$ cat src/hdl/pwm_timer_pkg.sv
// shared types and constants for the match based pwm timer
package pwm_timer_pkg;
    localparam int COUNT_WIDTH = 32;
    localparam int MATCH_COUNT = 7;
    localparam int OUT_COUNT = 6;
    localparam int PERIOD_IDX = 0;
    localparam logic [31:0] COUNT_RESET = 32'h0000_0000;
    localparam logic [31:0] COUNT_STEP = 32'h0000_0001;

    // per match register action bits
    typedef struct packed {
        logic irq_en;
        logic reset_en;
        logic stop_en;
    } match_ctrl_type;

    // per output configuration
    typedef struct packed {
        logic double_edge;
        logic out_en;
    } out_ctrl_type;

    typedef enum logic [1:0] {
        ST_IDLE,
        ST_RUN,
        ST_STOPPED
    } run_state_type;
endpackage

$ cat src/hdl/match_shadow.sv
// one match register with shadow and release-gated transfer
`timescale 1ns/100ps
module match_shadow #(
    parameter int WIDTH = 32
) (
    // clock and reset
    input wire logic sys_clk_in,
    input wire logic resetn_in,
    // software side
    input wire logic wr_in,
    input wire logic [WIDTH-1:0] wr_data_in,
    input wire logic release_in,
    input wire logic apply_in,
    // compare side
    input wire logic [WIDTH-1:0] count_in,
    input wire logic tick_in,
    output logic [WIDTH-1:0] value_out,
    output logic hit_out
);
    logic [WIDTH-1:0] shadow_ff, nxt_shadow;
    logic [WIDTH-1:0] active_ff, nxt_active;
    logic pending_ff, nxt_pending;

    always_comb begin
        nxt_shadow = shadow_ff;
        nxt_active = active_ff;
        nxt_pending = pending_ff;
        if (wr_in) begin
            nxt_shadow = wr_data_in;
        end
        if (release_in) begin
            nxt_pending = 1'b1;
        end
        if (apply_in && pending_ff) begin
            nxt_active = shadow_ff;
            nxt_pending = release_in;
        end
    end

    always_ff @(posedge sys_clk_in or negedge resetn_in) begin
        if (!resetn_in) begin
            shadow_ff <= '0;
            active_ff <= '0;
            pending_ff <= 1'b0;
        end else begin
            shadow_ff <= nxt_shadow;
            active_ff <= nxt_active;
            pending_ff <= nxt_pending;
        end
    end

    assign value_out = active_ff;
    assign hit_out = tick_in && (count_in == active_ff);
endmodule

$ cat src/hdl/match_pwm_timer.sv
// match based pwm timer with prescaler, seven match registers and six outputs
// Operation
// - a 32-bit counter counts clock cycles after a programmable 32-bit prescaler
// - seven match registers compare against the counter and act on equality
// - in pwm mode period match always resets the counter and so sets the cycle rate
// - each single-edge output uses one more match register for its edge
// - single-edge outputs go high at period match unless held constantly low
// - a double-edge output uses two match registers besides the period one
// - rising before falling gives a high pulse, reversed gives a low pulse
// - double-edge edges may sit at any counter position in the cycle
// - up to six single-edge, three double-edge outputs, or a mix
// - each match may independently interrupt, stop or reset the timer
// - period and width are any count; all outputs share one rate
// - match values apply only after software releases them, in step with outputs
// - without pwm mode the block is a plain timer, outputs not edge driven
`timescale 1ns/100ps
module match_pwm_timer #(
    parameter int COUNT_WIDTH = pwm_timer_pkg::COUNT_WIDTH,
    parameter int MATCH_COUNT = pwm_timer_pkg::MATCH_COUNT
) (
    // clock and reset
    input wire logic sys_clk_in,
    input wire logic resetn_in,
    // control
    input wire logic count_en_in,
    input wire logic count_clear_in,
    input wire logic pwm_mode_in,
    input wire logic [COUNT_WIDTH-1:0] prescale_in,
    input wire pwm_timer_pkg::match_ctrl_type [MATCH_COUNT-1:0] match_ctrl_in,
    input wire pwm_timer_pkg::out_ctrl_type [MATCH_COUNT-1:1] out_ctrl_in,
    // match value writes
    input wire logic [MATCH_COUNT-1:0] match_wr_in,
    input wire logic [COUNT_WIDTH-1:0] match_data_in,
    input wire logic [MATCH_COUNT-1:0] match_release_in,
    // status
    output logic [COUNT_WIDTH-1:0] count_out,
    output logic [COUNT_WIDTH-1:0] prescale_count_out,
    output logic running_out,
    output logic [MATCH_COUNT-1:0] match_event_out,
    output logic irq_out,
    // pwm pins
    output logic [MATCH_COUNT-1:1] pwm_out
);
    // elaboration check on the widths and counts the logic can serve
    if (COUNT_WIDTH < 2 || COUNT_WIDTH > 32 || MATCH_COUNT < 2 || MATCH_COUNT > 7) begin : g_bad_params
        $error("match_pwm_timer: unsupported parameters");
    end

    localparam logic [COUNT_WIDTH-1:0] ZERO = COUNT_WIDTH'(pwm_timer_pkg::COUNT_RESET);
    localparam logic [COUNT_WIDTH-1:0] ONE = COUNT_WIDTH'(pwm_timer_pkg::COUNT_STEP);

    pwm_timer_pkg::run_state_type state_ff, nxt_state;
    logic [COUNT_WIDTH-1:0] tc_ff, nxt_tc;
    logic [COUNT_WIDTH-1:0] pc_ff, nxt_pc;
    logic [MATCH_COUNT-1:0] event_ff, nxt_event;
    logic irq_ff, nxt_irq;
    logic [MATCH_COUNT-1:1] pwm_ff, nxt_pwm;
    logic tick;
    logic [MATCH_COUNT-1:0] hit;
    logic period_hit;

    assign tick = (state_ff == pwm_timer_pkg::ST_RUN) && (pc_ff == prescale_in);
    assign period_hit = hit[pwm_timer_pkg::PERIOD_IDX];

    genvar gi;
    generate
        for (gi = 0; gi < MATCH_COUNT; gi++) begin : g_match
            match_shadow #(
                .WIDTH(COUNT_WIDTH)
            ) u_match (
                .sys_clk_in(sys_clk_in),
                .resetn_in(resetn_in),
                .wr_in(match_wr_in[gi]),
                .wr_data_in(match_data_in),
                .release_in(match_release_in[gi]),
                .apply_in(period_hit || state_ff != pwm_timer_pkg::ST_RUN),
                .count_in(tc_ff),
                .tick_in(tick),
                .value_out(),
                .hit_out(hit[gi])
            );
        end
    endgenerate

    // counter and run state
    always_comb begin
        logic do_reset;
        logic do_stop;
        do_reset = 1'b0;
        do_stop = 1'b0;
        nxt_state = state_ff;
        nxt_tc = tc_ff;
        nxt_pc = pc_ff;
        for (int i = 0; i < MATCH_COUNT; i++) begin
            if (hit[i] && match_ctrl_in[i].reset_en) begin
                do_reset = 1'b1;
            end
            if (hit[i] && match_ctrl_in[i].stop_en) begin
                do_stop = 1'b1;
            end
        end
        if (pwm_mode_in && period_hit) begin
            do_reset = 1'b1;
        end
        case (state_ff)
            pwm_timer_pkg::ST_IDLE: begin
                if (count_en_in) begin
                    nxt_state = pwm_timer_pkg::ST_RUN;
                end
            end
            pwm_timer_pkg::ST_RUN: begin
                if (!count_en_in) begin
                    nxt_state = pwm_timer_pkg::ST_IDLE;
                end else if (do_stop) begin
                    nxt_state = pwm_timer_pkg::ST_STOPPED;
                end
                if (tick) begin
                    nxt_pc = ZERO;
                    nxt_tc = do_reset ? ZERO : tc_ff + ONE;
                end else begin
                    nxt_pc = pc_ff + ONE;
                end
            end
            pwm_timer_pkg::ST_STOPPED: begin
                if (!count_en_in) begin
                    nxt_state = pwm_timer_pkg::ST_IDLE;
                end
            end
            default: begin
                nxt_state = pwm_timer_pkg::ST_IDLE;
            end
        endcase
        if (count_clear_in) begin
            nxt_tc = ZERO;
            nxt_pc = ZERO;
        end
    end

    always_ff @(posedge sys_clk_in or negedge resetn_in) begin
        if (!resetn_in) begin
            state_ff <= pwm_timer_pkg::ST_IDLE;
            tc_ff <= '0;
            pc_ff <= '0;
        end else begin
            state_ff <= nxt_state;
            tc_ff <= nxt_tc;
            pc_ff <= nxt_pc;
        end
    end

    // match events and interrupt
    always_comb begin
        nxt_irq = 1'b0;
        nxt_event = hit;
        for (int i = 0; i < MATCH_COUNT; i++) begin
            if (hit[i] && match_ctrl_in[i].irq_en) begin
                nxt_irq = 1'b1;
            end
        end
    end

    always_ff @(posedge sys_clk_in or negedge resetn_in) begin
        if (!resetn_in) begin
            event_ff <= '0;
            irq_ff <= 1'b0;
        end else begin
            event_ff <= nxt_event;
            irq_ff <= nxt_irq;
        end
    end

    // pwm output edges
    always_comb begin
        nxt_pwm = pwm_ff;
        for (int n = 1; n < MATCH_COUNT; n++) begin
            if (!pwm_mode_in || !out_ctrl_in[n].out_en) begin
                nxt_pwm[n] = 1'b0;
            end else if (out_ctrl_in[n].double_edge && n >= 2) begin
                // set by match n-1, clear by match n
                // order of the two matches picks pulse polarity
                if (hit[n-1] && !hit[n]) begin
                    nxt_pwm[n] = 1'b1;
                end else if (hit[n] && !hit[n-1]) begin
                    nxt_pwm[n] = 1'b0;
                end
            end else begin
                // own match sets the falling edge
                if (hit[n]) begin
                    nxt_pwm[n] = 1'b0;
                end else if (period_hit) begin
                    nxt_pwm[n] = 1'b1;
                end
            end
        end
    end

    always_ff @(posedge sys_clk_in or negedge resetn_in) begin
        if (!resetn_in) begin
            pwm_ff <= '0;
        end else begin
            pwm_ff <= nxt_pwm;
        end
    end

    // outputs 1..6 share the match set
    // one period match for all outputs
    assign pwm_out = pwm_ff;
    assign count_out = tc_ff;
    assign prescale_count_out = pc_ff;
    assign running_out = (state_ff == pwm_timer_pkg::ST_RUN);
    assign match_event_out = event_ff;
    assign irq_out = irq_ff;
endmodule

$ cat config.mk
export PLATFORM = sky130hd
export DESIGN_NAME = match_pwm_timer
export DESIGN_NICKNAME = d
export VERILOG_FILES = /design/src/hdl/pwm_timer_pkg.sv /design/src/hdl/match_shadow.sv /design/src/hdl/match_pwm_timer.sv
export SDC_FILE = /design/constraint.sdc
export NUM_CORES = 1
export LEC_CHECK = 0
export ABC_CLOCK_PERIOD_IN_PS = 6600
export BUFFER_PORTS_ARGS = -buffer_cell sky130_fd_sc_hd__buf_2
export CAP_MARGIN = 0
export CORE_UTILIZATION = 25
export DETAILED_ROUTE_END_ITERATION = 10
export RECOVER_POWER = 50
export SLEW_MARGIN = 0
export SYNTH_ARGS = -nofsm -noshare
export SYNTH_HDL_FRONTEND = slang
export SYNTH_SLANG_ARGS = --single-unit
$ cat constraint.sdc
create_clock -name sys_clk_in -period 6.6 [get_ports sys_clk_in]
set_input_delay 0.99 -clock sys_clk_in [delete_from_list [all_inputs] [get_ports sys_clk_in]]
set_output_delay 0.99 -clock sys_clk_in [all_outputs]
set_load 0.05 [all_outputs]
==> results of run 1 <==
[power groups by stage]
stage	Sequential [mW]	Combinational [mW]	Clock (mW)
after global placement	3.99	0.987	0
final	3.95	1.00	3.27
after detailed placement	4.01	1.01	0
after floorplan	3.96	0.667	0
after global routing	4.00	1.09	3.46
after CTS	3.95	1.01	3.34
[per-layer routing]
| metal | track usage | share of wire | vias up |
|---|---|---|---|
| met4 | 0.0439 | 0.025 | 18 |
| li1 | - | - | 6670 |
| met2 | 0.242 | 0.47 | 449 |
| met5 | 0 | 0.0014 | - |
| met1 | 0.202 | 0.44 | 7958 |
| met3 | 0.0295 | 0.063 | 105 |
[cell type report]
cell class / instances / share of cell area
clock buffers: 90 / 0.0629
well taps: 1265 / 0.0562
multi-input cells: 1161 / 0.356
repair buffers: 224 / 0.0425
diodes: 2 / 0.000178
clock inverters: 12 / 0.00515
inverters: 14 / 0.00186
flip-flops and latches: 535 / 0.475
[how the worst min path moves through the flow]
stage,from,cells past startpoint,to,slack [ns]
after floorplan,g_match[0].u_match.shadow_ff[10],1,g_match[0].u_match.value_out[10],0.45
after global placement,g_match[5].u_match.shadow_ff[18],1,g_match[5].u_match.value_out[18],0.46
after detailed placement,g_match[5].u_match.shadow_ff[3],1,g_match[5].u_match.value_out[3],0.47
after CTS,resetn_in,1,prescale_count_out[23],0.47
after global routing,g_match[1].u_match.shadow_ff[22],1,g_match[1].u_match.value_out[22],0.50
final,resetn_in,1,prescale_count_out[23],0.44
[registers in the layout, indices dropped and copies added, names as in the netlist]
name                        count
count_out                      32
pwm_out                         6
prescale_count_out             32
g_match.u_match.value_out     224
g_match.u_match.pending_ff      7
match_event_out                 7
state_ff                        2
g_match.u_match.shadow_ff     224
irq_out                         1
[per-stage QoR]
step	setup slack, ns	power [mW]
floorplan	3.03	4.62
global placement	2.01	4.98
detailed placement	1.97	5.02
CTS	2.27	8.30
global route	2.03	8.56
finish	2.26	8.22
[cells in the final DEF (no fill, tap or decap), drive strengths merged, types with 2 or more instances in the layout]
cell	count
mux2	451
a211oi	2
nor4	69
o2111ai	2
o31ai	4
diode	2
clkbuf	101
nand4	34
and2	8
dfrtp	535
nand2	67
a21oi	8
bufinv	3
nor2	74
nor2b	3
nor3	26
or3	8
a222oi	3
buf	213
o21a	3
ha	7
a22o	2
o21ai	17
and4	3
and3	13
inv	14
xor2	282
clkinv	8
xnor2	17
a22oi	2
nand3	30
a21o	9
nand2b	4
[cell families (layout without fill, tap and decap cells)]
| logic type | Yosys count | after routing | share of synthesized area |
|---|---|---|---|
| multiplexers | 451 | 451 | 0.212 |
| buffers and inverters | 106 | 340 | 0.0249 |
| AND/OR/NAND/NOR | 343 | 343 | 0.0754 |
| XOR/XNOR | 299 | 299 | 0.109 |
| AO/OA/AOI/OAI | 61 | 61 | 0.0177 |
| other | 0 | 2 | 0 |
| adder cells (fa/ha/maj) | 7 | 7 | 0.00365 |
| flip-flops | 535 | 535 | 0.558 |
==> impl_results.md, run 1 <==
- Port bufs: 193
- Tcrit/Tclk final: 0.658
- Clock buffer depth: 3
- Clock power share: 0.398
- Leak: 12.7 nW
- Clock sink count: 535
- Via-to-Cell Ratio: 4.60
- Total die area: 0.0973 sq mm
- Mean area per synthesized cell: 13.3 sq um
- Worst Tran Pin Value: 3.01 ns
- Pre-antenna DRT Iters: 7
- Top-count cell post-synth: dfrtp_1
- Register clock-pin slew on the reported worst setup and hold paths: 0.06 ns
- Post-CTS Setup Inserts: 0
- Slew Viols, Final: 484
- Initial antenna violation count: 18
- Cell Area, Placed: 0.0263 sq mm
- Post-synth top area share: 0.558
- CP max FO: 32
- Die width: 312 microns
- Grt ovf: 0
- Yosys top cell by area: dfrtp_1
- Nets: 2116
- Vias: 15200
- Worst path depth: 8
- Number of max-cap violations: 11
- Root Buffer: clkbuf_16
- Fmax: 0.230 GHz
- Yosys cell types: 51
- Post-synth EDFFs: 0
- Core area: 0.0950 sq mm
- Critical-path cell list: buf_4 > xor2_1 > nor4_1 > nand4_1 > nor3_4 > or2b_4 > nand2_4 > mux2_1
- Most common flop cell mapped by yosys: dfrtp_1
- Max transition margin: -1.00
- Share of cells above drive strength 1: 0.321
- Part of the power in combinational logic: 0.122
- Failing checks: max-capacitance violations, max-slew violations
- Area Overhead vs Synth: 17.4%
- Share of flip-flops with an asynchronous set or reset: 1.00
- Reg2reg path depth: 8
- FF-to-FF End: g_match[2].u_match.value_out[4]
- Fin. Hold Viols: 0
- Sequential Power Share: 0.480
- Switching share of power: 0.254
- Min Hold Slack: 0.439 ns
- Most instantiated cells after synthesis: dfrtp_1 (535), mux2_2 (337), xor2_1 (282), mux2_1 (114), nor2_1 (74)
- Post-Route Skew: 0.0219 ns
- CP startpoint kind: flip-flop
- Initial Util: 0.253
- I/O pin count: 195
- Hold buffers post-CTS: 0
- Die Height: 312 microns
- Final ANT Viol Nets: 0
- Tmin final: 4.34 ns
- Cell Int Power: 6.13 mW
- Cell row count: 113
- Post-Place Cells: 3199
- Hold Path Class: in -> async
- Number of global-route vias before repair: 15100
- Setup TNS: 0 ns
- GP Congestion: 0.862
- Post-synthesis cell count: 1802
- RSZ-0062 raised after global routing: false
- Total CTS buffers: 57
- NetSw: 2.08 mW
- Fin cells: 3303
- Reg2reg setup slack: 2.26 ns
- Fillcell total: 9681
- Sequential element share of the synthesized area: 0.558
- Worst Setup SP: count_out[17]
- Final Cell Area: 0.0282 sq mm
- CP required: 7.08 ns
- CP endpoint kind: flip-flop
- Post_cts resized: 0
- End of the critical path: g_match[2].u_match.value_out[4]
- Synth area leaders: dfrtp_1 (56%), mux2_2 (16%), xor2_1 (10%)
- Drc violations: 0
- Syn Std Cell Area: 0.0240 sq mm
- PwrDens: 292 mW/mm^2
- Status: finished with violations
- Highest cell delay on the worst timing path: 0.76 ns
- Final-report setup violation count: 0
- Synth Register Bits: 535
- Final core occ: 0.297
- RR Startpoint: count_out[17]
- DRT iter0 DRCs: 1145
- Largest net degree at the start of global routing: 188
- First-pass GRT wire length: 107000 microns
- Post-Syn Nets: 1925
- Clock latency on the worst-skew pair: 0.62 ns
- Critical path's slowest cell: nor4_1
- Average routed wire per standard cell: 22.1 microns
- Worst path bufs/invs: 1
- FF/Latch Area: 0.0134 sq mm
- CTS tree: yes
- Placed wire-length estimate: 49900 microns
- Delay-heaviest family, CP: simple AND/OR/NAND/NOR gates
- CTS H-Tree Depth: 2
- Final WL: 73000 microns
- Crit path kind: reg -> reg
- Worst endpoint data arrival time: 4.82 ns
- Ys Warns: 0
- Max VDD drop: 208 uV
- Multi-input logic area: 0.0100 sq mm
- Total track usage: 0.150
Power figures use the tool's default switching activity.
==> run 2, diff against run 1 <==
--- a/config.mk
+++ b/config.mk
@@ -5,7 +5,8 @@
 export SDC_FILE = /design/constraint.sdc
 export NUM_CORES = 1
 export LEC_CHECK = 0
-export ABC_CLOCK_PERIOD_IN_PS = 6600
+export ABC_AREA = 1
+export ABC_CLOCK_PERIOD_IN_PS = 4400
 export BUFFER_PORTS_ARGS = -buffer_cell sky130_fd_sc_hd__buf_2
 export CAP_MARGIN = 0
 export CORE_UTILIZATION = 25
==> constraint.sdc (replaced) <==
create_clock -name sys_clk_in -period 4.4 [get_ports sys_clk_in]
set_input_delay 0.66 -clock sys_clk_in [delete_from_list [all_inputs] [get_ports sys_clk_in]]
set_output_delay 0.66 -clock sys_clk_in [all_outputs]
set_load 0.05 [all_outputs]
==> run 2 against run 1 <==
Against the previous run: the flow still finishes with violations (max-capacitance violations, max-slew violations); clock power increased by 51%; power up 96%; non-clock buffer count fell by 2; cell count is 41% higher; via count increased by 31%; sequential cell count is the same; cell area rose by 8.0%; synthesized cell count increased by 70%; core utilization shrank 0.71 points; global-route usage decreased by 1.3 points; hold slack worse by 0.21 ns; first-iteration DRC count grew 38%.
==> impl_results.md, run 2 <==
- Status: finished with violations
- Failing checks: max-capacitance violations, max-slew violations
- Crit path kind: reg -> reg
- PwrDens: 530 mW/mm^2
- Commonest non-fill, non-tap cells in the layout: nand2_1 (828), dfrtp_1 (535), inv_1 (368)
- Port bufs: 193
- Post-synth EDFFs: 0
- Critical path's slowest cell: dfrtp_1
- RSZ-0062 raised after global routing: false
- Slew Viols, Final: 430
- Highest cell delay on the worst timing path: 0.77 ns
- Root Buffer: clkbuf_16
- Final ANT Viol Nets: 0
- Number of global-route vias before repair: 19100
- Initial Util: 0.252
- Fillcell total: 11300
- Vias: 19900
- Sequential element share of the synthesized area: 0.505
- Most instantiated cells after synthesis: nand2_1 (828), dfrtp_1 (535), inv_1 (368), o21ai_0 (267), nor2_1 (252)
- Post-synth top area share: 0.505
- Share of cells above drive strength 1: 0.173
- Largest net degree at the start of global routing: 107
- CP startpoint kind: flip-flop
- Final-report setup violation count: 0
- Hold Path Class: in -> reg
- CP required: 4.89 ns
- Worst path bufs/invs: 2
- Yosys top cell by area: dfrtp_1
- Ys Warns: 0
- Drc violations: 0
- Clock sink count: 535
- Register clock-pin slew on the reported worst setup and hold paths: 0.07 ns
- Die Height: 328 microns
- CP max FO: 13
- Average routed wire per standard cell: 15.7 microns
- Area Overhead vs Synth: 14.9%
- Die width: 328 microns
- Yosys cell types: 41
- Cell row count: 119
- Post-Syn Nets: 3190
- Post-Place Cells: 4544
- Min Hold Slack: 0.229 ns
- Grt ovf: 0
- Max transition margin: -0.977
- Share of flip-flops with an asynchronous set or reset: 1.00
- Tmin final: 3.35 ns
- Clock latency on the worst-skew pair: 0.63 ns
- Leak: 15.0 nW
- Setup WS pre-CTS: 0.989 ns
- Critical-path cell list: inv_1 > nand2_1 > nand2_1 > nor3_1 > nand2_1 > nor2_1 > nand2_1 > nor2_1 > nand2_1 > inv_1 > ha_1 > nand3_1 > nand2_1 > o21ai_0 > o21ai_0
- Final worst slack: 1.05 ns
- Hold buffers post-CTS: 0
- Power, Total: 16.1 mW
- Syn Std Cell Area: 0.0265 sq mm
- Final core occ: 0.290
- Worst endpoint data arrival time: 3.83 ns
- Most common flop cell mapped by yosys: dfrtp_1
- DRT iter0 DRCs: 1576
- Synth Register Bits: 535
- Fin. Hold Viols: 0
- Multi-input logic area: 0.0108 sq mm
- Worst Tran Pin Value: 2.97 ns
- Fmax: 0.299 GHz
- Tcrit/Tclk final: 0.760
- CTS tree: yes
- Pre-antenna DRT Iters: 6
- Post-synthesis cell count: 3067
- Top-count cell post-synth: nand2_1
- Number of max-cap violations: 7
- Placed wire-length estimate: 52000 microns
- Via-to-Cell Ratio: 4.29
- Delay-heaviest family, CP: simple AND/OR/NAND/NOR gates
- Fin cells: 4648
- FF/Latch Area: 0.0134 sq mm
- Core area: 0.105 sq mm
- Post-Route Skew: 0.0304 ns
- Setup TNS: 0 ns
- First-pass GRT wire length: 114000 microns
- Final WL: 73100 microns
- Total track usage: 0.137
- Initial antenna violation count: 15
- Total die area: 0.107 sq mm
- Most Frequent Cell on Critical Path: nand2_1
- GP Congestion: 0.903
- Synth area leaders: dfrtp_1 (51%), nand2_1 (12%), o21ai_2 (7.4%)
- Total CTS buffers: 56
- Clock buffer depth: 3
- Nets: 3334
- Post_cts resized: 0
- Final Cell Area: 0.0304 sq mm
- Max VDD drop: 366 uV
- Mean area per synthesized cell: 8.64 sq um
- I/O pin count: 195
- Most common cell after layout, fill and taps aside: nand2_1
- CP endpoint kind: flip-flop
- Post-CTS Setup Inserts: 0
- CTS H-Tree Depth: 2
- Cell Area, Placed: 0.0286 sq mm
## run 2: path summary, 6_finish.rpt
path	cells past startpoint	slack (ns)	end	from
max in group asynchronous	2	1.13	g_match[5].u_match.value_out[10]	resetn_in
hold reg to reg	2	0.50	g_match[0].u_match.value_out[18]	g_match[0].u_match.shadow_ff[18]
setup / recovery	15	1.05	pwm_out[4]	count_out[14]
setup reg to reg	15	1.05	pwm_out[4]	count_out[14]
hold / removal	2	0.23	g_match[6].u_match.pending_ff	match_release_in[6]
min in group asynchronous	1	0.67	prescale_count_out[9]	resetn_in
## run 2: final cells by class
class	count	area share
repair buffers	222	0.0378
inverters	373	0.0460
diodes	1	0.0000822
flip-flops and latches	535	0.440
well taps	1391	0.0572
clock buffers	76	0.0508
multi-input cells	2023	0.356
clock inverters	27	0.0122
## run 2: cell families (layout without fill, tap and decap cells)
group	Yosys count	count (layout)	synth area share
buf+inv	509	698	0.0860
compound gates	532	532	0.134
xor+xnor	224	224	0.0740
flops	535	535	0.505
other cells	0	1	0
fa+ha+maj	7	7	0.00331
simple gates	1260	1260	0.197
## run 2: power breakdown
group	leakage, nW	internal [mW]	switching, mW
combinational	7.31	1.57	2.78
sequential	6.72	6.09	0.746
clock	0.942	2.89	2.04
## run 2: per-layer routing
layer / share of wire / up-vias / GRT usage
li1: - / 9905 / -
met1: 0.47 / 9492 / 0.186
met2: 0.45 / 407 / 0.219
met4: 0.022 / 26 / 0.0369
met3: 0.056 / 109 / 0.0280
met5: 0.0021 / - / 0
